[src/include/emc_pkg.sv]
// Shared constants and types for the engineering mode control ends.
package emc_pkg;
    // ------------------------------------------------------------
    // Timing
    // ------------------------------------------------------------
    localparam int CLK_PERIOD_NS = 25;
    localparam int POWERUP_TIME_NS = 10000;
    localparam int POWERUP_CYCLES = (POWERUP_TIME_NS + CLK_PERIOD_NS - 1)
        / CLK_PERIOD_NS;
    // ------------------------------------------------------------
    // Device register indices on the link
    // ------------------------------------------------------------
    localparam logic [7:0] REG_SYSTEM_CONFIG_ONE = 8'h06;
    localparam logic [7:0] REG_TEST_KEY = 8'h10;
    localparam logic [7:0] REG_TEST_ENTRY_STATUS = 8'h11;
    localparam logic [7:0] REG_SHADOW_DATA = 8'h12;
    localparam logic [7:0] REG_SHADOW_COMMAND = 8'h13;
    localparam logic [7:0] REG_FUSE_COMMAND = 8'h14;
    localparam logic [7:0] REG_FUSE_SECTOR = 8'h15;
    // ------------------------------------------------------------
    // Field positions and command words
    // ------------------------------------------------------------
    localparam int SYS_DEBUG_BIT = 8;
    localparam int SYS_PROG_BIT = 9;
    localparam int SYS_TEST_BIT = 10;
    localparam int SYS_LEAVE_DEBUG_BIT = 15;
    localparam logic [15:0] SHADOW_CMD_FIRST = 16'h011c;
    localparam logic [15:0] SHADOW_CMD_LAST = 16'h0130;
    localparam int SHADOW_BYTES = 21;
    localparam logic [15:0] FUSE_CMD_FILL = 16'h0125;
    localparam logic [15:0] FUSE_CMD_CHECK = 16'h0124;
    localparam logic [1:0] FUSE_MAX_PROG = 2'h2;
    // Key values are arbitrary.
    localparam logic [15:0] TEST_KEY_FIRST = 16'h3c5a;
    localparam logic [15:0] TEST_KEY_SECOND = 16'ha5c3;
    // ------------------------------------------------------------
    // Main state machine and its reported numbers
    // ------------------------------------------------------------
    typedef enum logic [2:0] {
        ST_OFF, ST_PROG_CHECK, ST_PROG, ST_UNCONFIGURED,
        ST_POWERUP, ST_NORMAL, ST_LOW_POWER
    } emc_state_type;
    localparam logic [4:0] NUM_OFF = 5'h00;
    localparam logic [4:0] NUM_PROG_CHECK = 5'h01;
    localparam logic [4:0] NUM_PROG = 5'h02;
    localparam logic [4:0] NUM_UNCONFIGURED = 5'h03;
    localparam logic [4:0] NUM_POWERUP = 5'h04;
    localparam logic [4:0] NUM_NORMAL = 5'h05;
    localparam logic [4:0] NUM_LOW_POWER = 5'h06;
    // ------------------------------------------------------------
    // Host register offsets on AHB-Lite
    // ------------------------------------------------------------
    localparam logic [7:0] HOST_PINS = 8'h00;
    localparam logic [7:0] HOST_COMMAND = 8'h04;
    localparam logic [7:0] HOST_STATUS = 8'h08;
    localparam int HOST_CMD_WRITE_BIT = 31;
endpackage

[src/include/emc_link_if.sv]
// Link between the host controller and the mode control device.
`timescale 1ns/1ps
interface emc_link_if;
    logic prog_level;
    logic debug_level;
    logic supply_ok;
    logic sleep_req;
    logic wake;
    logic req;
    logic wr;
    logic [7:0] addr;
    logic [15:0] wdata;
    logic ack;
    logic [15:0] rdata;
    modport device (
        input prog_level, debug_level, supply_ok, sleep_req, wake,
        input req, wr, addr, wdata,
        output ack, rdata
    );
    modport host (
        output prog_level, debug_level, supply_ok, sleep_req, wake,
        output req, wr, addr, wdata,
        input ack, rdata
    );
endinterface

[src/rtl/emc_device.sv]
// Mode selection and mode gating logic of the supply device.
//
// Decided for this implementation: the req/ack link register port (AHB-Lite sits in emc_host).
`timescale 1ns/1ps
module emc_device
    import emc_pkg::*;
#(
    parameter int SECTORS = 4
) (
    input wire logic hclk,
    input wire logic hresetn,
    emc_link_if.device link,
    output logic watchdog_infinite,
    output logic watchdog_disable,
    output logic reset_timer_enable,
    output logic failsafe_enable,
    output logic can_active,
    output logic regulators_on,
    output logic [4:0] state_number
);
    // ------------------------------------------------------------
    // Pin synchronisers
    // ------------------------------------------------------------
    // Levels come from analog comparators and are asynchronous.
    logic [4:0] sync_a;
    logic [4:0] sync_b;
    logic [4:0] next_sync_a;
    always_comb begin
        next_sync_a = {link.wake, link.sleep_req, link.supply_ok,
                       link.debug_level, link.prog_level};
    end
    always_ff @(posedge hclk or negedge hresetn) begin
        if (!hresetn) begin
            sync_a <= 5'h00;
            sync_b <= 5'h00;
        end else begin
            sync_a <= next_sync_a;
            sync_b <= sync_a;
        end
    end
    logic prog_lvl, dbg_lvl, sup_ok, sleep_rq, wake_rq;
    assign {wake_rq, sleep_rq, sup_ok, dbg_lvl, prog_lvl} = sync_b;

    function automatic logic [4:0] state_code(input emc_state_type s);
        unique case (s)
            ST_OFF: state_code = NUM_OFF;
            ST_PROG_CHECK: state_code = NUM_PROG_CHECK;
            ST_PROG: state_code = NUM_PROG;
            ST_UNCONFIGURED: state_code = NUM_UNCONFIGURED;
            ST_POWERUP: state_code = NUM_POWERUP;
            ST_NORMAL: state_code = NUM_NORMAL;
            ST_LOW_POWER: state_code = NUM_LOW_POWER;
            default: state_code = NUM_OFF;
        endcase
    endfunction

    // ------------------------------------------------------------
    // State and registers
    // ------------------------------------------------------------
    emc_state_type state, next_state;
    logic prog_mode, next_prog_mode;
    logic debug_mode, next_debug_mode;
    logic test_mode, next_test_mode;
    logic key_half, next_key_half;
    logic can_on, next_can_on;
    logic emulated, next_emulated;
    logic crc_filled, next_crc_filled;
    logic crc_ok, next_crc_ok;
    logic refused, next_refused;
    logic [15:0] shadow_data, next_shadow_data;
    logic [1:0] sector_sel, next_sector_sel;
    logic [11:0] pu_count, next_pu_count;
    logic ack, next_ack;
    logic [15:0] rdata, next_rdata;
    logic [1:0] prog_cnt [SECTORS];
    logic [7:0] shadow [SHADOW_BYTES];
    logic shadow_we;
    logic [4:0] shadow_idx;
    logic burn_we;
    logic fuse_programmed;
    logic wr_hit;
    logic fuse_ok;

    always_comb begin
        fuse_programmed = 1'b0;
        for (int i = 0; i < SECTORS; i++) begin
            if (prog_cnt[i] != 2'h0) begin
                fuse_programmed = 1'b1;
            end
        end
    end

    always_comb begin
        next_state = state;
        next_prog_mode = prog_mode;
        next_debug_mode = debug_mode;
        next_test_mode = test_mode;
        next_key_half = key_half;
        next_can_on = can_on;
        next_emulated = emulated;
        next_crc_filled = crc_filled;
        next_crc_ok = crc_ok;
        next_refused = refused;
        next_shadow_data = shadow_data;
        next_sector_sel = sector_sel;
        next_pu_count = pu_count;
        next_ack = link.req & ~ack;
        next_rdata = rdata;
        shadow_we = 1'b0;
        shadow_idx = 5'h00;
        burn_we = 1'b0;
        wr_hit = next_ack & link.wr;
        fuse_ok = prog_mode & test_mode;
        // Main state machine.
        unique case (state)
            ST_OFF: begin
                if (sup_ok) begin
                    next_state = ST_PROG_CHECK;
                    next_debug_mode = dbg_lvl & ~prog_lvl;
                end
            end
            ST_PROG_CHECK: begin
                if (prog_lvl) begin
                    next_state = ST_PROG;
                    next_prog_mode = 1'b1;
                    next_can_on = 1'b1;
                end else if (debug_mode || fuse_programmed) begin
                    next_state = ST_POWERUP;
                end else begin
                    next_state = ST_UNCONFIGURED;
                end
            end
            ST_PROG: begin
                if (!prog_lvl) begin
                    next_state = ST_POWERUP;
                    next_prog_mode = 1'b0;
                    next_debug_mode = 1'b1;
                end
            end
            ST_UNCONFIGURED: begin
            end
            ST_POWERUP: begin
                next_pu_count = pu_count + 12'h001;
                if (pu_count == 12'(POWERUP_CYCLES - 1)) begin
                    next_state = ST_NORMAL;
                    next_pu_count = 12'h000;
                end
            end
            ST_NORMAL: begin
                if (sleep_rq) begin
                    next_state = ST_LOW_POWER;
                end
            end
            ST_LOW_POWER: begin
                if (wake_rq) begin
                    next_state = ST_PROG_CHECK;
                end
            end
        endcase
        if (!sup_ok && state != ST_OFF) begin
            next_state = ST_OFF;
            next_prog_mode = 1'b0;
            next_debug_mode = 1'b0;
            next_test_mode = 1'b0;
            next_can_on = 1'b0;
            next_pu_count = 12'h000;
        end
        // Register writes.
        if (wr_hit) begin
            unique case (link.addr)
                REG_SYSTEM_CONFIG_ONE: begin
                    if (link.wdata[SYS_LEAVE_DEBUG_BIT]) begin
                        next_debug_mode = 1'b0;
                    end
                end
                REG_TEST_KEY: begin
                    if (prog_mode && !key_half
                        && link.wdata == TEST_KEY_FIRST) begin
                        next_key_half = 1'b1;
                    end else if (prog_mode && key_half
                        && link.wdata == TEST_KEY_SECOND) begin
                        next_test_mode = 1'b1;
                        next_key_half = 1'b0;
                    end else begin
                        next_key_half = 1'b0;
                    end
                end
                REG_SHADOW_DATA: next_shadow_data = link.wdata;
                REG_SHADOW_COMMAND: begin
                    if (fuse_ok && link.wdata >= SHADOW_CMD_FIRST
                        && link.wdata <= SHADOW_CMD_LAST) begin
                        shadow_we = 1'b1;
                        shadow_idx = 5'(link.wdata - SHADOW_CMD_FIRST);
                        next_emulated = 1'b1;
                    end
                end
                REG_FUSE_COMMAND: begin
                    if (fuse_ok && link.wdata == FUSE_CMD_FILL) begin
                        next_crc_filled = 1'b1;
                        next_crc_ok = 1'b0;
                    end else if (fuse_ok && crc_filled
                        && link.wdata == FUSE_CMD_CHECK) begin
                        next_crc_ok = 1'b1;
                        next_crc_filled = 1'b0;
                        if (prog_cnt[sector_sel] < FUSE_MAX_PROG) begin
                            burn_we = 1'b1;
                        end else begin
                            next_refused = 1'b1;
                        end
                    end
                end
                REG_FUSE_SECTOR: next_sector_sel = link.wdata[1:0];
                default: begin
                end
            endcase
        end
        // Register reads.
        if (next_ack) begin
            next_rdata = 16'h0000;
            unique case (link.addr)
                REG_SYSTEM_CONFIG_ONE: begin
                    next_rdata[4:0] = state_code(state);
                    next_rdata[SYS_DEBUG_BIT] = debug_mode;
                    next_rdata[SYS_PROG_BIT] = prog_mode;
                    next_rdata[SYS_TEST_BIT] = test_mode;
                end
                REG_TEST_ENTRY_STATUS: next_rdata = {11'h000, emulated,
                    refused, crc_ok, crc_filled, test_mode};
                REG_SHADOW_DATA: next_rdata = shadow_data;
                REG_FUSE_SECTOR: next_rdata = {12'h000,
                    prog_cnt[sector_sel], sector_sel};
                default: next_rdata = 16'h0000;
            endcase
        end
    end

    always_ff @(posedge hclk or negedge hresetn) begin
        if (!hresetn) begin
            state <= ST_OFF;
            prog_mode <= 1'b0;
            debug_mode <= 1'b0;
            test_mode <= 1'b0;
            key_half <= 1'b0;
            can_on <= 1'b0;
            emulated <= 1'b0;
            crc_filled <= 1'b0;
            crc_ok <= 1'b0;
            refused <= 1'b0;
            shadow_data <= 16'h0000;
            sector_sel <= 2'h0;
            pu_count <= 12'h000;
            ack <= 1'b0;
            rdata <= 16'h0000;
        end else begin
            state <= next_state;
            prog_mode <= next_prog_mode;
            debug_mode <= next_debug_mode;
            test_mode <= next_test_mode;
            key_half <= next_key_half;
            can_on <= next_can_on;
            emulated <= next_emulated;
            crc_filled <= next_crc_filled;
            crc_ok <= next_crc_ok;
            refused <= next_refused;
            shadow_data <= next_shadow_data;
            sector_sel <= next_sector_sel;
            pu_count <= next_pu_count;
            ack <= next_ack;
            rdata <= next_rdata;
        end
    end

    // ------------------------------------------------------------
    // Shadow bytes and fuse wear counters
    // ------------------------------------------------------------
    // Wear counters clear on reset here; a real part keeps them in fuses.
    always_ff @(posedge hclk or negedge hresetn) begin
        if (!hresetn) begin
            for (int i = 0; i < SHADOW_BYTES; i++) begin
                shadow[i] <= 8'h00;
            end
            for (int i = 0; i < SECTORS; i++) begin
                prog_cnt[i] <= 2'h0;
            end
        end else begin
            if (shadow_we) begin
                shadow[shadow_idx] <= shadow_data[7:0];
            end
            if (burn_we) begin
                prog_cnt[sector_sel] <= prog_cnt[sector_sel] + 2'h1;
            end
        end
    end

    // ------------------------------------------------------------
    // Mode gating outputs
    // ------------------------------------------------------------
    // watchdog, reset timer and failsafe gates decoded from prog_mode and debug_mode; can_active from can_on
    assign link.ack = ack;
    assign link.rdata = rdata;
    assign watchdog_infinite = prog_mode;
    assign watchdog_disable = debug_mode;
    assign reset_timer_enable = ~prog_mode & ~debug_mode;
    assign failsafe_enable = ~prog_mode & ~debug_mode;
    assign can_active = can_on;
    assign regulators_on = (state == ST_POWERUP) || (state == ST_NORMAL);
    assign state_number = state_code(state);
endmodule // emc_device

[src/flat_wrapper.sv]
// flat-port wrapper written by rule: the top's interface ports become plain ports
module emc_device_flat import emc_pkg::*;
#(
    parameter int SECTORS = 4
)
  (hclk, hresetn, watchdog_infinite, watchdog_disable, reset_timer_enable, failsafe_enable, can_active, regulators_on, state_number, link_prog_level, link_debug_level, link_supply_ok, link_sleep_req, link_wake, link_req, link_wr, link_addr, link_wdata, link_ack, link_rdata);
  emc_link_if link_i ();
  input wire logic hclk;
  input wire logic hresetn;
  output logic watchdog_infinite;
  output logic watchdog_disable;
  output logic reset_timer_enable;
  output logic failsafe_enable;
  output logic can_active;
  output logic regulators_on;
  output logic [4:0] state_number;
  input wire logic [$bits(link_i.prog_level)-1:0] link_prog_level;
  input wire logic [$bits(link_i.debug_level)-1:0] link_debug_level;
  input wire logic [$bits(link_i.supply_ok)-1:0] link_supply_ok;
  input wire logic [$bits(link_i.sleep_req)-1:0] link_sleep_req;
  input wire logic [$bits(link_i.wake)-1:0] link_wake;
  input wire logic [$bits(link_i.req)-1:0] link_req;
  input wire logic [$bits(link_i.wr)-1:0] link_wr;
  input wire logic [$bits(link_i.addr)-1:0] link_addr;
  input wire logic [$bits(link_i.wdata)-1:0] link_wdata;
  output wire logic [$bits(link_i.ack)-1:0] link_ack;
  output wire logic [$bits(link_i.rdata)-1:0] link_rdata;
  assign link_i.prog_level = link_prog_level;
  assign link_i.debug_level = link_debug_level;
  assign link_i.supply_ok = link_supply_ok;
  assign link_i.sleep_req = link_sleep_req;
  assign link_i.wake = link_wake;
  assign link_i.req = link_req;
  assign link_i.wr = link_wr;
  assign link_i.addr = link_addr;
  assign link_i.wdata = link_wdata;
  assign link_ack = link_i.ack;
  assign link_rdata = link_i.rdata;
  emc_device #(.SECTORS(SECTORS)) u_core (.hclk(hclk), .hresetn(hresetn), .link(link_i), .watchdog_infinite(watchdog_infinite), .watchdog_disable(watchdog_disable), .reset_timer_enable(reset_timer_enable), .failsafe_enable(failsafe_enable), .can_active(can_active), .regulators_on(regulators_on), .state_number(state_number));
endmodule
[config.mk]
export PLATFORM = sky130hd
export DESIGN_NAME = emc_device_flat
export DESIGN_NICKNAME = d
export VERILOG_FILES = /design/src/include/emc_pkg.sv /design/src/include/emc_link_if.sv /design/src/rtl/emc_device.sv /design/src/flat_wrapper.sv
export SDC_FILE = /design/constraint.sdc
export NUM_CORES = 1
export LEC_CHECK = 0
export BUFFER_PORTS_ARGS = -buffer_cell sky130_fd_sc_hd__buf_2
export CAP_MARGIN = 40
export CORE_UTILIZATION = 25
export CTS_CLUSTER_SIZE = 24
export DETAILED_ROUTE_END_ITERATION = 16
export HOLD_SLACK_MARGIN = 0.08
export SLEW_MARGIN = 10
export SYNTH_ARGS = -nofsm -noshare
export SYNTH_HDL_FRONTEND = slang
export SYNTH_SLANG_ARGS = --single-unit
export TNS_END_PERCENT = 30
[constraint.sdc]
create_clock -name hclk -period 6 [get_ports hclk]
set_clock_uncertainty 0.2 [all_clocks]
set_input_delay 1.2 -clock hclk [delete_from_list [all_inputs] [get_ports hclk]]
set_output_delay 1.2 -clock hclk [all_outputs]
set_load 0.01 [all_outputs]
; ---- Yosys cells after proc, flatten, opt, wreduce, memory -nomap -nowiden
; Index checks and enable logic that the tools add are counted.
[word_totals]
word_cells = 155
out_inout_bits = 28
input_bits = 33
regBits = 77
[op_classes]
add_sub_neg = 2
order_cmp = 5
eq_ne = 24
n_mux = 55
reduce_logical = 36
bitwise_logic = 12
[ops]
columns = op, n
row1 = $eq A8 B5 Y1 const B, 6
row2 = $mux W12, 3
row3 = $pmux W3 S6, 2
row4 = $eq A16 B9 Y1 const B, 2
row5 = $mux W1, 30
row6 = $mux W3, 9
row7 = $pmux W5 S4, 1
row8 = $eq A16 B14 Y1 const B, 1
row9 = $eq A16 B16 Y1 const B, 1
row10 = $ge A16 B9 Y1 const B, 1
row11 = $le A16 B9 Y1 const B, 1
row12 = $reduce_bool A2 Y1, 8
row13 = $ne A3 B1 Y1 const B, 5
row14 = $add A12 B1 Y12 const B, 1
row15 = $eq A12 B9 Y1 const B, 1
row16 = $logic_and A1 B1 Y1, 11
row17 = $eq A3 B3 Y1 const B, 3
row18 = $reduce_and A3 Y1, 3
row19 = $bwmux W8, 1
row20 = $eq A8 B3 Y1 const B, 1
row21 = $reduce_and A2 Y1, 4
row22 = $reduce_bool A7 Y1, 1
row23 = $eq A3 B2 Y1 const B, 2
row24 = $mux W2, 3
row25 = other kinds (20), 33

; ---- Depth between registers and ports, before layout
[depth]
depth_word = 10
ltp_mapped = 7
ltp_nobuf = 6

; ---- Worst setup path before layout
; OpenSTA, ideal clock, no wires.
[synth_path]
kind = input-to-reg
start = input link_addr[3]
end = register u_core.shadow_data[10]
t_required_ns = 5.675
arrival_time_ns = 2.646
cell_stages = 5
path_slack_ns = 3.029
setup_time_ns = 0.125
path_buffers = 1
path_cell_list = nor4_2 > nand3_1 > nor2_2 > buf_4 > mux2_2
[synth_via]
elab_chain_len = 2
[synth_lines]
columns = element, line_no
row1 = start: declaration, flat_wrapper.sv:24  ; input wire logic [$bits(link_i.addr)-1:0] link_addr;
row2 = $eq A8 B5 Y1, emc_device.sv:170  ; unique case (link.addr)
row3 = $reduce_and A2 Y1 (no line), n/a
row4 = end signal: assignment, emc_device.sv:265  ; shadow_data <= next_shadow_data;
row5 = end: declaration, emc_device.sv:70  ; logic [15:0] shadow_data, next_shadow_data;
; No other way between the ends.
; A chain may end at the register's enable or synchronous reset.

; ---- Final worst setup path
[layout_path]
start = input link_addr[3]
end = register u_core.shadow_data[9]
; Same word-level chain as after synthesis.

==> load_flow_metrics.sql <==
INSERT INTO impl_metrics (metric_group, metric, value, unit) VALUES
('timing', 'setup_violations', '0', ''),
('grt', 'wire_length_of_the_first_global_routing_pass', '14900', 'um'),
('floorplan', 'floorplan.core_area', '14100', 'sq um'),
('timing', 'grt_setup_unrepaired', 'no', ''),
('pwr', 'vdd_drop_max', '116', 'uV'),
('synth', 'synth_enable_flop_cells', '0', ''),
('worst_setup_path', 'timing.reg2reg.worst_path_depth', '5', ''),
('cells_and_area', 'mostFrequentLayoutCell', 'sky130_fd_sc_hd__dfrtp_1', ''),
('drt', 'vias', '2864', ''),
('drt', 'drc_violation_count_after_routing', '0', ''),
('cells_and_area', 'insertedDiodeCount', '0', ''),
('timing', 'hold_violations', '0', ''),
('clock_network', 'postCtsSetupBuffers', '0', ''),
('clock_network', 'clock_pin_transition_on_the_worst_setup_and_hold_timing_paths', '0.06', 'ns'),
('min_path', 'min_path_cells', '0', ''),
('place', 'place.detailed.hpwl', '6820', 'um'),
('clock_network', 'ctsHtreeMaxLevel', '3', ''),
('pwr', 'power.density_cell_area', '300', 'nW/um^2'),
('worst_setup_path', 'crit_path_max_fanout', '16', ''),
('grt', 'grt_start_max_net_pins', '55', ''),
('drt', 'route.final.wire_length', '9330', 'um'),
('clock_network', 'insertion_delay', '0.34', 'ns'),
('cells_and_area', 'flow.area_growth_from_synthesis', '20.4', '%'),
('place', 'io_buffer_count', '58', ''),
('drt', 'drt_iter0_drc', '238', ''),
('grt', 'number_of_global_route_vias_before_repair', '2784', ''),
('synth', 'syn_area', '3670', 'sq um'),
('timing', 'finalMaxSlewViolations', '0', ''),
('clock_network', 'cts-buffers-inserted', '9', ''),
('timing', 'worst_slew_margin', '46.8', '%'),
('clock_network', 'cts_root_buffer', 'sky130_fd_sc_hd__clkbuf_16', ''),
('timing', 'max_clock_freq', '312', 'MHz'),
('min_path', 'holdPathEnd', 'u_core.sync_b[2]', ''),
('worst_setup_path', 'endpoint_kind', 'flip-flop', ''),
('worst_setup_path', 'worstReg2RegStart', 'u_core.watchdog_infinite', ''),
('floorplan', 'die_w', '123', 'um'),
('cells_and_area', 'sequential_cell_area', '1930', 'sq um'),
('clock_network', 'hold_buf_cts', '0', ''),
('clock_network', 'max-clock-path-buffers', '2', ''),
('synth', 'ys_seq_elements', '77', ''),
('clock_network', 'cts_num_sinks', '77', ''),
('clock_network', 'tritoncts', 'yes', ''),
('worst_setup_path', 'cp_data_arrival_time', '3.23', 'ns'),
('grt', 'global_route.overflow_total', '0', ''),
('timing', 'final.setup.tns', '0', 'ns'),
('cells_and_area', 'multiInputGateArea', '1650', 'sq um'),
('floorplan', 'design.portCount', '61', ''),
('synth', 'ys.flop_type', 'sky130_fd_sc_hd__dfrtp_1', ''),
('drt', 'routedWlPerCell', '16.0', 'um'),
('status', 'run_status', 'finished, final reports clean', ''),
('pwr', 'reported_leakage_power', '0.00199', 'uW'),
('grt', 'total_routing_usage_reported_by_global_routing', '13.1', '%'),
('drt', 'vias_per_cell', '4.92', ''),
('timing', 'period_needed', '3.21', 'ns'),
('worst_setup_path', 'cp-start-kind', 'primary input', ''),
('worst_setup_path', 'rrSetupSlack', '3.44', 'ns'),
('cells_and_area', 'layout.cells.most_common_list', 'sky130_fd_sc_hd__dfrtp_1 (77), sky130_fd_sc_hd__buf_2 (57), sky130_fd_sc_hd__nor2_1 (29), sky130_fd_sc_hd__nand2_1 (27), sky130_fd_sc_hd__mux2_2 (19)', ''),
('timing', 'finalHoldWorstSlack', '0.146', 'ns'),
('drt', 'drt-pass1-iter-count', '4', ''),
('synth', 'register_area_share_after_synthesis', '52.6', '%'),
('drt', 'antenna_violating_nets_post_route', '0', ''),
('grt', 'number_of_antenna_violations_at_the_first_check_in_global_routing', '0', ''),
('cells_and_area', 'drive_gt1_share', '26.6', '%'),
('floorplan', 'start_util', '26.0', '%'),
('job', 'max-cap-violations', '0', ''),
('clock_network', 'cts-resized-gates', '0', ''),
('synth', 'postSynthAreaPerCell', '10.8', 'sq um'),
('timing', 'timing.final.crit_share', '53.4', '%'),
('floorplan', 'design.die.area', '15200', 'sq um'),
('floorplan', 'placement_rows', '43', ''),
('min_path', 'hold_path.startpoint', 'u_core.sync_a[2]', '');
synth_stat cells, drive strengths merged (3+ instances only):
library cell | n | area [sq um]
a21oi | 9 | 45.0
a21boi | 4 | 30.0
o21ai | 17 | 85.1
a22oi | 4 | 30.0
clkbuf | 10 | 37.5
xnor2 | 3 | 26.3
nor2b | 9 | 56.3
nand2 | 27 | 101
nand3 | 15 | 75.1
a221oi | 3 | 26.3
a31oi | 4 | 25.0
mux2 | 19 | 214
xor2 | 5 | 43.8
nor2 | 30 | 115
or3 | 3 | 18.8
nor3 | 14 | 75.1
a22o | 11 | 96.3
nor4 | 5 | 37.5
inv | 6 | 22.5
nand4b | 4 | 35.0
and2 | 3 | 18.8
o21bai | 5 | 37.5
dfrtp | 77 | 1930
nor3b | 4 | 30.0
nand2b | 3 | 18.8
buf | 4 | 30.0
o31ai | 8 | 65.1
nand4 | 5 | 46.3
state kept, by name, indices dropped and copies added, names as in the netlist:
| signal | flops |
|---|---|
| u_core.crc_filled | 1 |
| u_core.sector_sel | 2 |
| u_core.sync_a | 5 |
| u_core.watchdog_disable | 1 |
| u_core.link.ack | 1 |
| u_core.watchdog_infinite | 1 |
| u_core.refused | 1 |
| u_core.pu_count | 12 |
| u_core.test_mode | 1 |
| u_core.sync_b | 5 |
| u_core.can_active | 1 |
| u_core.emulated | 1 |
| u_core.state | 3 |
| u_core.key_half | 1 |
| u_core.link.rdata | 16 |
| u_core.shadow_data | 16 |
| u_core.prog_cnt | 8 |
| u_core.crc_ok | 1 |
layout make-up:
type | instances | share of cell area [%]
well taps | 180 | 5.10
inverters | 6 | 0.510
flip-flops and latches | 77 | 43.6
clock inverters | 7 | 0.963
repair buffers | 59 | 7.25
multi-input cells | 244 | 37.4
clock buffers | 9 | 5.10
through the flow:
step | power (uW) | std cells | area, sq um | worst slack, ns | util [%]
global route | 1390 | 582 | 4420 | 2.64 | 31.3
finish | 1330 | 582 | 4420 | 2.79 | 31.3
CTS | 1340 | 582 | 4420 | 2.78 | 31.3
detailed placement | 842 | 566 | 4150 | 2.42 | 29.4
floorplan | 747 | 341 | 3670 | 3.03 | -
global placement | 836 | 565 | 4120 | 2.51 | 29.2
logic make-up (layout without fill, tap and decap cells):
| kind of cell | Yosys count | after routing | synth area share (%) |
|---|---|---|---|
| xor+xnor | 8 | 8 | 1.91 |
| mux | 23 | 23 | 7.61 |
| fa+ha+maj | 1 | 1 | 0.341 |
| flops | 77 | 77 | 52.6 |
| buf+inv | 20 | 81 | 2.46 |
| compound gates | 77 | 77 | 15.3 |
| simple gates | 133 | 133 | 19.7 |
| other cells | 1 | 2 | 0.102 |
critical path, cell delays in order:
cell and delay [ns]:
sky130_fd_sc_hd__buf_2 0.11, sky130_fd_sc_hd__nor4_2 0.52, sky130_fd_sc_hd__nand3_1 0.29, sky130_fd_sc_hd__nor2_2 0.69
sky130_fd_sc_hd__mux2_2 0.41
worst max path at each step:
stage | endpoint | slack, ns | cells past startpoint
floorplan | u_core.shadow_data[10] | 3.03 | 5
global placement | u_core.shadow_data[15] | 2.51 | 5
detailed placement | u_core.shadow_data[9] | 2.42 | 5
CTS | u_core.shadow_data[2] | 2.78 | 5
global route | u_core.shadow_data[2] | 2.64 | 5
finish | u_core.shadow_data[9] | 2.79 | 5
power by group:
group / total (uW) / switching, uW / internal, uW
clock network: 493 / 216 / 277
registers: 598 / 52.8 / 545
logic: 234 / 142 / 91.8
metal layers:
metal	routed length [um]	GRT usage, %
met1	4500	17.8
met2	4320	20.2
met5	0	0
met4	127	4.74
met3	387	3.00
No activity file was read; power rests on OpenSTA's default activity.
